$ cat src/design/pcss_pkg.sv
// shared constants and types for the port clock source select block
package pcss_pkg;

  // ************************************************************
  // loopback field codes
  // ************************************************************
  localparam logic [2:0] LBM_LINE = 3'h0_2;
  localparam logic [2:0] LBM_PAYLOAD = 3'h0_3;
  localparam logic [2:0] LBM_LINE_DIAG = 3'h0_6;
  localparam int LBM_DIAG_BIT = 2;

  // ************************************************************
  // line mode field codes
  // ************************************************************
  localparam int LM_DISABLE_BIT = 2;
  localparam logic [1:0] LM_LOW_OFF = 2'h0_0;

  // ************************************************************
  // clock source indices into the source vector
  // ************************************************************
  localparam int SRC_RECOVERED = 0;
  localparam int SRC_RX_LINE_IN = 1;
  localparam int SRC_TX_IN = 2;
  localparam int SRC_RATE_BASE = 3;
  localparam int SRC_RESET = SRC_RECOVERED;

  // ************************************************************
  // pin synchroniser depth
  // ************************************************************
  localparam int SYNC_STAGES = 3;

  // ************************************************************
  // clock switch states
  // ************************************************************
  typedef enum logic [1:0]
  {
    SW_FOLLOW = 2'h0_1,
    SW_PARK = 2'h0_2
  } pcss_sw_state_t;

endpackage : pcss_pkg

$ cat src/design/pcss_clock_switch.sv
// glitch-free switch between sampled clock levels
`timescale 1ns/1ps
module pcss_clock_switch #(
  parameter int NUM_SRC = 5,
  parameter int SEL_W = 3
) (
  input wire logic clk,
  input wire logic sys_rst,
  input wire logic [NUM_SRC-1:0] srcLevels,
  input wire logic [SEL_W-1:0] selReq,
  output logic clockOut,
  output logic [SEL_W-1:0] selActive,
  output logic busy
);

  // ************************************************************
  // checks
  // ************************************************************
  initial
  begin
    if (NUM_SRC < 2 || (1 << SEL_W) < NUM_SRC)
    begin
      $error("pcss_clock_switch: bad NUM_SRC or SEL_W");
    end
  end

  pcss_pkg::pcss_sw_state_t state_r;
  logic [SEL_W-1:0] cur_r;
  logic out_r;

  // ************************************************************
  // switch: finish old high phase, park low, join new on its low
  // ************************************************************
  // never cuts a high phase short, so no runt pulse on a change
  always_ff @(posedge clk or posedge sys_rst)
  begin
    if (sys_rst)
    begin
      state_r <= pcss_pkg::SW_FOLLOW;
      cur_r <= SEL_W'(pcss_pkg::SRC_RESET);
      out_r <= 1'b0;
    end
    else
    begin
      unique case (state_r)
        pcss_pkg::SW_FOLLOW:
        begin
          if (selReq != cur_r && !srcLevels[cur_r])
          begin
            state_r <= pcss_pkg::SW_PARK; // RQ23
            out_r <= 1'b0;
          end
          else
          begin
            out_r <= srcLevels[cur_r];
          end
        end
        pcss_pkg::SW_PARK:
        begin
          out_r <= 1'b0;
          if (!srcLevels[selReq])
          begin
            cur_r <= selReq; // RQ23
            state_r <= pcss_pkg::SW_FOLLOW;
          end
        end
        default:
        begin
          state_r <= pcss_pkg::SW_PARK;
          out_r <= 1'b0;
        end
      endcase
    end
  end

  assign clockOut = out_r;
  assign selActive = cur_r;
  assign busy = (state_r != pcss_pkg::SW_FOLLOW) || (selReq != cur_r);

endmodule : pcss_clock_switch

$ cat src/design/pcss_port_clock_select.sv
// per-port clock source selection for receive, transmit and clock pins
//
// What this block does
// RQ1 - loop timing: transmit follows receive, no tx pin
// RQ2 - loop timing: loopbacks never change clock sources
// RQ3 - loop, unit on: recovered clock drives all
// RQ4 - loop, unit off: rx line pin drives all
// RQ5 - no loop timing: loopbacks switch affected sources
// RQ6 - line loopback: tx line clock from receive source
// RQ7 - payload loopback: tx clock from receive source
// RQ8 - payload loopback: ignore transmit framer inputs
// RQ9 - diagnostic loopback: receive clock from transmit source
// RQ10 - diagnostic loopback: ignore receive line signals
// RQ11 - line plus diagnostic: split line and rx clocks
// RQ12 - normal, external select: transmit from tx pin
// RQ13 - normal, no external select: rate adapter clock
// RQ14 - receive default: recovered or rx line pin
// RQ15 - transmit default: rate adapter clocks
// RQ16 - line unit enable decoded from line mode
// RQ17 - no line/payload loop: tx line follows transmit
// RQ18 - far side: loop, unit on, time to rx out
// RQ19 - far side: loop, unit off, time to rx in
// RQ20 - far side: versatile pin timing valid always
// RQ21 - far side: line loopback, time to tx line
// RQ22 - far side: diagnostic loopback, time to rx out (model times line data to rx in instead)
// RQ23 - clock switching free of glitches and runts
`timescale 1ns/1ps
module pcss_port_clock_select #(
  parameter int NUM_RATE_CLOCKS = 2,
  parameter int FRAMER_W = 1,
  parameter int LINE_W = 2
) (
  input wire logic clk,
  input wire logic sys_rst,
  input wire logic loopTimingSelect,
  input wire logic [2:0] loopbackModeField,
  input wire logic [2:0] lineModeField,
  input wire logic externalTxClockSelect,
  input wire logic [((NUM_RATE_CLOCKS > 1) ? $clog2(NUM_RATE_CLOCKS) : 1)-1:0] rateClockIndex,
  input wire logic txClockInPin,
  input wire logic rxLineClockInPin,
  input wire logic recoveredRxLineClock,
  input wire logic [NUM_RATE_CLOCKS-1:0] rateAdapterClocks,
  input wire logic [FRAMER_W-1:0] txFramerData,
  input wire logic [LINE_W-1:0] rxLineData,
  output logic rxClockInternal,
  output logic txClockInternal,
  output logic rxClockOutPin,
  output logic txClockOutPin,
  output logic txLineClockOutPin,
  output logic lineUnitEnabled,
  output logic txFramerInputsIgnored,
  output logic rxLineSignalsIgnored,
  output logic [FRAMER_W-1:0] txFramerDataGated,
  output logic [LINE_W-1:0] rxLineDataGated,
  output logic clockSwitchBusy
);

  // ************************************************************
  // derived widths
  // ************************************************************
  localparam int RATE_W = (NUM_RATE_CLOCKS > 1) ? $clog2(NUM_RATE_CLOCKS) : 1;
  localparam int NUM_SRC = pcss_pkg::SRC_RATE_BASE + NUM_RATE_CLOCKS;
  localparam int SEL_W = $clog2(NUM_SRC);
  localparam int NUM_PIN = NUM_SRC + FRAMER_W + LINE_W;
  localparam int NUM_MUX = 5;
  localparam int MUX_RX = 0;
  localparam int MUX_TX = 1;
  localparam int MUX_RX_OUT = 2;
  localparam int MUX_TX_OUT = 3;
  localparam int MUX_TX_LINE = 4;

  // ************************************************************
  // checks
  // ************************************************************
  initial
  begin
    if (NUM_RATE_CLOCKS < 1 || FRAMER_W < 1 || LINE_W < 1)
    begin
      $error("pcss_port_clock_select: widths and counts must be at least one");
    end
  end

  // ************************************************************
  // mode decode helpers
  // ************************************************************
  function automatic logic isLineLoop(input logic [2:0] lbm);
    isLineLoop = (lbm == pcss_pkg::LBM_LINE) || (lbm == pcss_pkg::LBM_LINE_DIAG);
  endfunction : isLineLoop

  function automatic logic isPayloadLoop(input logic [2:0] lbm);
    isPayloadLoop = (lbm == pcss_pkg::LBM_PAYLOAD);
  endfunction : isPayloadLoop

  function automatic logic isDiagLoop(input logic [2:0] lbm);
    isDiagLoop = lbm[pcss_pkg::LBM_DIAG_BIT];
  endfunction : isDiagLoop

  function automatic logic unitEnableOf(input logic [2:0] lm);
    unitEnableOf = !lm[pcss_pkg::LM_DISABLE_BIT] && (lm[1:0] != pcss_pkg::LM_LOW_OFF);
  endfunction : unitEnableOf

  // ************************************************************
  // pin synchronisers
  // ************************************************************
  // clocks are only sampled; an edge is seen a few clk cycles late
  logic [NUM_PIN-1:0] pinRaw;
  logic [NUM_PIN-1:0] pinSync;

  assign pinRaw = {rxLineData, txFramerData, rateAdapterClocks,
                   txClockInPin, rxLineClockInPin, recoveredRxLineClock};

  genvar gi;
  generate
    for (gi = 0; gi < NUM_PIN; gi++)
    begin : gSync
      logic [pcss_pkg::SYNC_STAGES-1:0] stage_r;
      logic level_r;
      always_ff @(posedge clk or posedge sys_rst)
      begin
        if (sys_rst)
        begin
          stage_r <= '0;
        end
        else
        begin
          stage_r <= {stage_r[pcss_pkg::SYNC_STAGES-2:0], pinRaw[gi]};
        end
      end
      // change taken only once second and third stages agree
      always_ff @(posedge clk or posedge sys_rst)
      begin
        if (sys_rst)
        begin
          level_r <= 1'b0;
        end
        else if (stage_r[1] == stage_r[2])
        begin
          level_r <= stage_r[1];
        end
      end
      assign pinSync[gi] = level_r;
    end
  endgenerate

  logic [NUM_SRC-1:0] srcLevels;
  logic [FRAMER_W-1:0] txFramerSync;
  logic [LINE_W-1:0] rxLineSync;

  assign srcLevels = pinSync[NUM_SRC-1:0];
  assign txFramerSync = pinSync[NUM_SRC +: FRAMER_W];
  assign rxLineSync = pinSync[NUM_SRC+FRAMER_W +: LINE_W];

  // ************************************************************
  // source selection
  // ************************************************************
  logic unitOn;
  logic loopOn;
  logic lineLoop;
  logic payloadLoop;
  logic diagLoop;
  logic [RATE_W-1:0] rateIdxSafe;
  logic [SEL_W-1:0] selRxDefault;
  logic [SEL_W-1:0] selTxDefault;
  logic [SEL_W-1:0] selRx;
  logic [SEL_W-1:0] selTx;
  logic [SEL_W-1:0] selTxLine;

  assign unitOn = unitEnableOf(lineModeField); // RQ16
  assign loopOn = loopTimingSelect;
  assign lineLoop = isLineLoop(loopbackModeField);
  assign payloadLoop = isPayloadLoop(loopbackModeField);
  assign diagLoop = isDiagLoop(loopbackModeField);

  // an out-of-range rate index falls back to the first rate clock
  assign rateIdxSafe = (32'(rateClockIndex) < NUM_RATE_CLOCKS) ? rateClockIndex : '0;

  always_comb
  begin
    // receive default: recovered clock or rx line pin
    selRxDefault = unitOn ? SEL_W'(pcss_pkg::SRC_RECOVERED)
                          : SEL_W'(pcss_pkg::SRC_RX_LINE_IN); // RQ14
    // transmit default: rate adapter unless external clock selected
    selTxDefault = externalTxClockSelect ? SEL_W'(pcss_pkg::SRC_TX_IN)
                 : SEL_W'(pcss_pkg::SRC_RATE_BASE + 32'(rateIdxSafe)); // RQ12 RQ13 RQ15
  end

  always_comb
  begin
    selRx = selRxDefault;
    selTx = selTxDefault;
    selTxLine = selTxDefault;
    if (loopOn)
    begin
      // loopback field is not looked at here at all
      selRx = selRxDefault; // RQ2 RQ3 RQ4
      selTx = selRxDefault; // RQ1
      selTxLine = selRxDefault; // RQ3 RQ4
    end
    else
    begin
      // RQ5
      if (payloadLoop)
      begin
        selTx = selRxDefault; // RQ7
      end
      if (diagLoop)
      begin
        selRx = selTxDefault; // RQ9 RQ11
      end
      if (lineLoop || payloadLoop)
      begin
        selTxLine = selRxDefault; // RQ6 RQ11
      end
      else
      begin
        selTxLine = selTxDefault; // RQ17
      end
    end
  end

  // ************************************************************
  // clock switches
  // ************************************************************
  // each output has its own switch so they all stay glitch free;
  // outputs on the same source stay in phase
  logic [SEL_W-1:0] muxSel [NUM_MUX];
  logic [NUM_MUX-1:0] muxClock;
  logic [NUM_MUX-1:0] muxBusy;

  assign muxSel[MUX_RX] = selRx;
  assign muxSel[MUX_TX] = selTx;
  assign muxSel[MUX_RX_OUT] = selRx; // RQ9
  assign muxSel[MUX_TX_OUT] = selTx; // RQ7
  assign muxSel[MUX_TX_LINE] = selTxLine;

  generate
    for (gi = 0; gi < NUM_MUX; gi++)
    begin : gMux
      pcss_clock_switch #(
        .NUM_SRC(NUM_SRC),
        .SEL_W(SEL_W)
      ) uSwitch (
        .clk(clk),
        .sys_rst(sys_rst),
        .srcLevels(srcLevels),
        .selReq(muxSel[gi]),
        .clockOut(muxClock[gi]), // RQ23
        .selActive(),
        .busy(muxBusy[gi])
      );
    end
  endgenerate

  assign rxClockInternal = muxClock[MUX_RX];
  assign txClockInternal = muxClock[MUX_TX];
  assign rxClockOutPin = muxClock[MUX_RX_OUT];
  assign txClockOutPin = muxClock[MUX_TX_OUT];
  assign txLineClockOutPin = muxClock[MUX_TX_LINE];
  assign clockSwitchBusy = |muxBusy;

  // ************************************************************
  // input ignore and gating
  // ************************************************************
  logic unitOn_r;
  logic txIgnore_r;
  logic rxIgnore_r;
  logic [FRAMER_W-1:0] txFramerGated_r;
  logic [LINE_W-1:0] rxLineGated_r;

  // decode registered so the flag lines up with the gated data
  always_ff @(posedge clk or posedge sys_rst)
  begin
    if (sys_rst)
    begin
      unitOn_r <= 1'b0;
    end
    else
    begin
      unitOn_r <= unitOn; // RQ16
    end
  end

  // framer inputs ignored in payload loopback, even loop timed
  always_ff @(posedge clk or posedge sys_rst)
  begin
    if (sys_rst)
    begin
      txIgnore_r <= 1'b0;
    end
    else
    begin
      txIgnore_r <= payloadLoop; // RQ8
    end
  end

  // any diagnostic code counts, so 101 and 111 also cut the line side
  always_ff @(posedge clk or posedge sys_rst)
  begin
    if (sys_rst)
    begin
      rxIgnore_r <= 1'b0;
    end
    else
    begin
      rxIgnore_r <= diagLoop; // RQ10
    end
  end

  // gated data is held at zero while ignored
  always_ff @(posedge clk or posedge sys_rst)
  begin
    if (sys_rst)
    begin
      txFramerGated_r <= '0;
    end
    else
    begin
      txFramerGated_r <= payloadLoop ? '0 : txFramerSync; // RQ8
    end
  end

  // zero rather than hold, so a stale line sample never leaks through
  always_ff @(posedge clk or posedge sys_rst)
  begin
    if (sys_rst)
    begin
      rxLineGated_r <= '0;
    end
    else
    begin
      rxLineGated_r <= diagLoop ? '0 : rxLineSync; // RQ10
    end
  end

  assign lineUnitEnabled = unitOn_r;
  assign txFramerInputsIgnored = txIgnore_r;
  assign rxLineSignalsIgnored = rxIgnore_r;
  assign txFramerDataGated = txFramerGated_r;
  assign rxLineDataGated = rxLineGated_r;

endmodule : pcss_port_clock_select

$ cat config.mk
export PLATFORM = sky130hd
export DESIGN_NAME = pcss_port_clock_select
export DESIGN_NICKNAME = d
export VERILOG_FILES = /design/src/design/pcss_pkg.sv /design/src/design/pcss_clock_switch.sv /design/src/design/pcss_port_clock_select.sv
export SDC_FILE = /design/constraint.sdc
export NUM_CORES = 1
export LEC_CHECK = 0
export ABC_AREA = 1
export BUFFER_PORTS_ARGS = -buffer_cell sky130_fd_sc_hd__buf_2
export CAP_MARGIN = 40
export CORE_ASPECT_RATIO = 1.4
export CORE_MARGIN = 4
export CORE_UTILIZATION = 50
export DETAILED_ROUTE_END_ITERATION = 8
export MAX_ROUTING_LAYER = met4
export PLACE_DENSITY = 0.7
export SETUP_SLACK_MARGIN = 0.2
export SLEW_MARGIN = 20
export SYNTH_ARGS = -nofsm -noshare
export SYNTH_HDL_FRONTEND = slang
export SYNTH_HIERARCHICAL = 1
export SYNTH_SLANG_ARGS = --single-unit
export TNS_END_PERCENT = 100
$ cat constraint.sdc
create_clock -name clk -period 2.3 [get_ports clk]
set_input_delay 0.46 -clock clk [delete_from_list [all_inputs] [get_ports clk]]
set_output_delay 0.46 -clock clk [all_outputs]
set_load 0.01 [all_outputs]
---- After elaboration in Yosys (flattened, before gate mapping) ----
Index checks and enable logic that the tools add are counted.
word-level totals
  word-level logic and storage cells ...... 169
  input bits .............................. 19
  bits in registers ....................... 68
cells by class
  equality and inequality tests ........... 41
  bitwise logic cells ..................... 3
  reductions and logical operators ........ 31
  magnitude comparators ................... 8
  multiplexer cells ....................... 49
  add/sub/neg operators ................... 1
operators with widths
  operator             number
  $lt 3x4->1 const B   8
  $bmux 1 s3           8
  $mux 3               7
  $mux 1               20
  $ne 2x1->1 const B   10
  $pmux 2 s2           5
  $reduce_and 2->1     10
  $mux 2               9
  $ne 3x3->1           5
  $eq 2x1->1 const B   5
  $eq 2x2->1 const B   5
  $ne 2x2->1 const B   5
  $eq 1x1->1           8
  $logic_or 1x1->1     7
  $eq 3x2->1 const B   2
  $logic_and 1x1->1    6
  $logic_not 1->1      6
  $reduce_or 5->1      1
  $add 2x1->3 const A  1
  $eq 3x3->1 const B   1
  $not 1->1            3
  $reduce_bool 2->1    1

---- Longest topological paths before layout ----
  depth after elaboration ................. 9
  mapped depth ............................ 13
  gate-level depth less buffers ........... 13

---- Hierarchy ----
Netlist, hierarchy kept.
by module, submodules not included
  module                  cells an instance  sequential area each (µm²)  area each (µm²)  times used
  pcss_clock_switch       58                 151.4                       400.4            5
  pcss_port_clock_select  86                 950.9                       1239.9           1

---- Least setup slack after synthesis ----
OpenSTA, ideal clock, no wires.
  path kind ............................... input -> output
  start point ............................. input rateClockIndex
  end point ............................... output clockSwitchBusy
  stages .................................. 8
  path buffers ............................ 0
  arrival time ............................ 1674 ps
  slack ................................... 166 ps
  path through ............................ nor2_1 > inv_1 > o21ai_1 > inv_2 > nand2_1 > nand4_1 > nor3_1 > nand2_1
between the ends
  longest elaborated chain between the ends .. 7
RTL lines
  element             RTL line                       source
  start: declaration  pcss_port_clock_select.sv:39   input wire logic [((NUM_RATE_CLOCKS > 1) ? $clog2(NUM_RATE_CLOCKS) : 1)-1:0] rateClockIndex,
  $add 2x1->3         pcss_port_clock_select.sv:185  : SEL_W'(pcss_pkg::SRC_RATE_BASE + 32'(rateIdxSafe));
  $mux 3              pcss_port_clock_select.sv:184  selTxDefault = externalTxClockSelect ? SEL_W'(pcss_pkg::SRC_TX_IN)
  $mux 3              pcss_port_clock_select.sv:207  if (diagLoop)
  $mux 3              pcss_port_clock_select.sv:193  if (loopOn)
  via selRx[0]        pcss_port_clock_select.sv:165  logic [SEL_W-1:0] selRx;
  $ne 3x3->1          pcss_clock_switch.sv:78        assign busy = (state_r != pcss_pkg::SW_FOLLOW) || (selReq != cur_r);
  $logic_or 1x1->1    pcss_clock_switch.sv:78
  via muxBusy[2]      pcss_port_clock_select.sv:229  logic [NUM_MUX-1:0] muxBusy;
  $reduce_or 5->1     pcss_port_clock_select.sv:260  assign clockSwitchBusy = |muxBusy;
  end: declaration    pcss_port_clock_select.sv:56   output logic clockSwitchBusy
The timed path passes the listed nets, and every way through them passes these cells.

---- Final worst setup path ----
  start point ............................. input loopTimingSelect
  end point ............................... output clockSwitchBusy
between the ends
  longest elaborated chain between the ends .. 4
RTL lines
  element             RTL line                       source
  start: declaration  pcss_port_clock_select.sv:35   input wire logic loopTimingSelect,
  $mux 3              pcss_port_clock_select.sv:193
  via selTxLine[0]    pcss_port_clock_select.sv:167  logic [SEL_W-1:0] selTxLine;
  $ne 3x3->1          pcss_clock_switch.sv:78
  $logic_or 1x1->1    pcss_clock_switch.sv:78
  via muxBusy[4]      pcss_port_clock_select.sv:229
  $reduce_or 5->1     pcss_port_clock_select.sv:260
The timed path passes the listed nets, and every way through them passes these cells.

==> flow_summary.yaml <==
finish:
  multi_input_area_sq_mm: 0.00140
  fin_nets: 495
  utilization_pct: 70.3
  nFillCells: 446
  syn_to_final_growth_pct: 35.7
  drive_above_1_share_pct: 35.3
  finalNonFillerCells: 553
  antenna_cells: 0
  regArea_sq_mm: 0.00171
worst_setup_path:
  path_max_fanout: 5
  critPathCaptureType: "output pin"
  cp_data_arrival_time_ns: 1.85
  crit_start: "loopTimingSelect"
  cp_data_required_time_ns: 1.84
  worstReg2RegStart: "gMux[3].uSwitch/state_r[0]"
  start_kind: "input port"
  path_class: "in -> out"
synthesis:
  synthDominantCellAreaShare_pct: 48.6
  ys_seq_area_share_pct: 52.7
  syn-num-nets: 395
  yosys_warnings: 6
  synthCells: 376
  synth_area_leader_cell: "dfrtp_1"
  synth_seq_cells: 68
  synth.distinct_cells: 21
  syn_area_per_cell_sq_um: 8.62
  syn-cell-area_sq_mm: 0.00324
  synth.area.top_cells: "dfrtp_1 49%, nand2_1 12%, inv_1 7.5%"
power_and_ir_drop:
  total_leakage_power_nw: 2.33
  ir_drop_v: 0.000553
  p_per_area_mw_per_mm2: 916
sta:
  fin_crit_sh_pct: 100
  hold_viol_final: 0
  worst_slack_ns: -0.00807
  hold_slack_ns: 0.0967
  setup_viol: 1
  setup_tns_ns: -0.00807
  finClkSkew_ns: 0.00935
  finalMaxSlewViolations: 0
  rsz0062_at_grt: "true"
  worst_slew_pin_slew_ns: 0.485
  finalCriticalPeriod_ns: 2.31
  relSlewSlack_pct: 67.7
  fmax_ghz: 0.433
status:
  failed_checks: "negative setup slack"
  outcome: "finished with violations"
floorplanning:
  die_area_sq_mm: 0.00785
  core_sq_mm: 0.00625
  die_h_um: 103
  initial_core_util_pct: 51.8
  dieWidth_um: 76.1
  rows: 34
  io_pins: 31
grt:
  grt_pass1_vias: 2923
  grtUsageMet2_pct: 39.3
  grt_max_degree: 22
  grt_pass1_wl_um: 13300
  globalRouteMet1Util_pct: 23.1
  overflow: 0
  antenna_found_initial: 0
  grt_busiest_layer: "met2"
  grt.total_usage_pct: 22.2
  grt_use_met3_pct: 5.20
cts:
  cts_num_sinks: 68
  cts_made_buffers: 9
  htreeDepth: 3
  hold_buffers: 0
  cts_max_path_buffers: 2
  cts_tree: "done"
  worst_skew_pair.late_latency_ns: 0.35
  cts.clk_slew.worst_paths_ns: 0.08
  cts_root_buffer: "clkbuf_8"
placed_design:
  io_buffers: 30
  placed_cells: 506
  place_congestion: 0.919
  place_hpwl_um: 5090
route:
  route.detailed.drc: 0
  vias_per_cell: 5.21
  drt_iter0_drc: 146
  ant_nets: 0
  vias: 2880
  drt_pass1_iterations: 4
  wire_per_inst_um: 14.7
  drt-total-wl_um: 8120
min_path:
  hold_path.class: "in -> async"
job:
  drv_cap: 0
cell type report:
cell class	instances	share of cell area [%]
clock buffer	9	2.82
inverter	77	6.80
sequential	68	38.8
tap	72	2.05
clock inverter	7	1.88
timing repair buffer	89	15.9
multi-input combinational	231	31.7
metrics by stage:
step	worst slack [ns]	area, sq um	power [mW]
after floorplan	0.246	3250	2.49
after global routing	-0.0622	4400	4.34
after detailed placement	0.0203	3700	2.82
after global placement	0.0235	3700	2.79
final	-0.00807	4400	4.03
after CTS	0.127	4290	3.98
where the power goes:
part / switching [mW] / internal, mW
sequential: 0.211 / 1.47
combinational: 0.768 / 0.575
clock: 0.493 / 0.519
worst max-delay path, stage by stage:
cell and delay (ns):
buf_6 0.11, inv_6 0.08, buf_6 0.11, nand3_4 0.10, nand2_4 0.11, nand2_4 0.07, a21oi_2 0.14, nand4_1 0.20
nor3_2 0.22, nand2_1 0.09, buf_2 0.15
placed cells by master, fill, tap and decap left out, types with 5 or more instances in the layout:
cell | Yosys | routed
a21oi_1 | 10 | 6
buf_2 | 0 | 24
buf_4 | 0 | 45
buf_6 | 0 | 18
clkbuf_8 | 0 | 9
dfrtp_1 | 63 | 63
dfstp_2 | 5 | 5
inv_1 | 65 | 62
inv_2 | 12 | 12
maj3_1 | 8 | 8
nand2_1 | 101 | 94
nand2_2 | 7 | 9
nand2_4 | 1 | 5
nand3_1 | 36 | 33
nand3_4 | 6 | 7
nand3b_1 | 5 | 5
nand4_1 | 21 | 21
nor2_1 | 16 | 9
nor2_2 | 5 | 8
xnor2_1 | 10 | 10
registers in the layout, indices dropped and copies added, names as in the netlist:
signal	count
gMux.uSwitch/clockOut	5
gSync.level_r	8
lineUnitEnabled	1
gSync.stage_r	24
gMux.uSwitch/state_r	10
txFramerDataGated	1
rxLineSignalsIgnored	1
txFramerInputsIgnored	1
gMux.uSwitch/selActive	15
rxLineDataGated	2
routing by layer:
metal | vias up | share of wire (%)
li1 | 1381 | -
met1 | 1381 | 37
met2 | 95 | 55
met3 | 23 | 5.6
met4 | 0 | 3.0
met5 | - | 0
repair_timing:
item / CTS / global route
pin swaps: 19 / 11
gates resized for setup: 46 / 22
endpoints found under the setup margin: 1 / 6
buffers inserted: 28 / 3
Yosys cell counts (all sizes together):
master,number
nand2,109
nor3,1
dfrtp,63
xnor2,10
dfstp,5
inv,77
maj3,8
nor2,21
nand4,21
a21oi,10
o21ai,2
o21bai,1
nand3,43
nand3b,5
worst paths after layout:
| kind | end | slack (ns) | depth (start not counted) |
|---|---|---|---|
| max | clockSwitchBusy | -0.008 | 11 |
| min in group clk | gSync[4].stage_r[0] | 0.21 | 1 |
| max in group asynchronous | gSync[1].stage_r[2] | 1.83 | 3 |
| min | gMux[4].uSwitch/selActive[2] | 0.1 | 2 |
| max reg2reg | gMux[3].uSwitch/state_r[1] | 0.22 | 13 |
| min reg2reg | gSync[3].stage_r[1] | 0.35 | 0 |
logic make-up after synthesis:
| family | Yosys count | synth area share (%) |
|---|---|---|
| buf+inv | 77 | 8.92 |
| fa+ha+maj | 8 | 2.47 |
| flops | 68 | 52.7 |
| xor+xnor | 10 | 2.70 |
| compound gates | 13 | 2.55 |
| simple gates | 200 | 30.7 |
(Power assumes the default switching activity.)
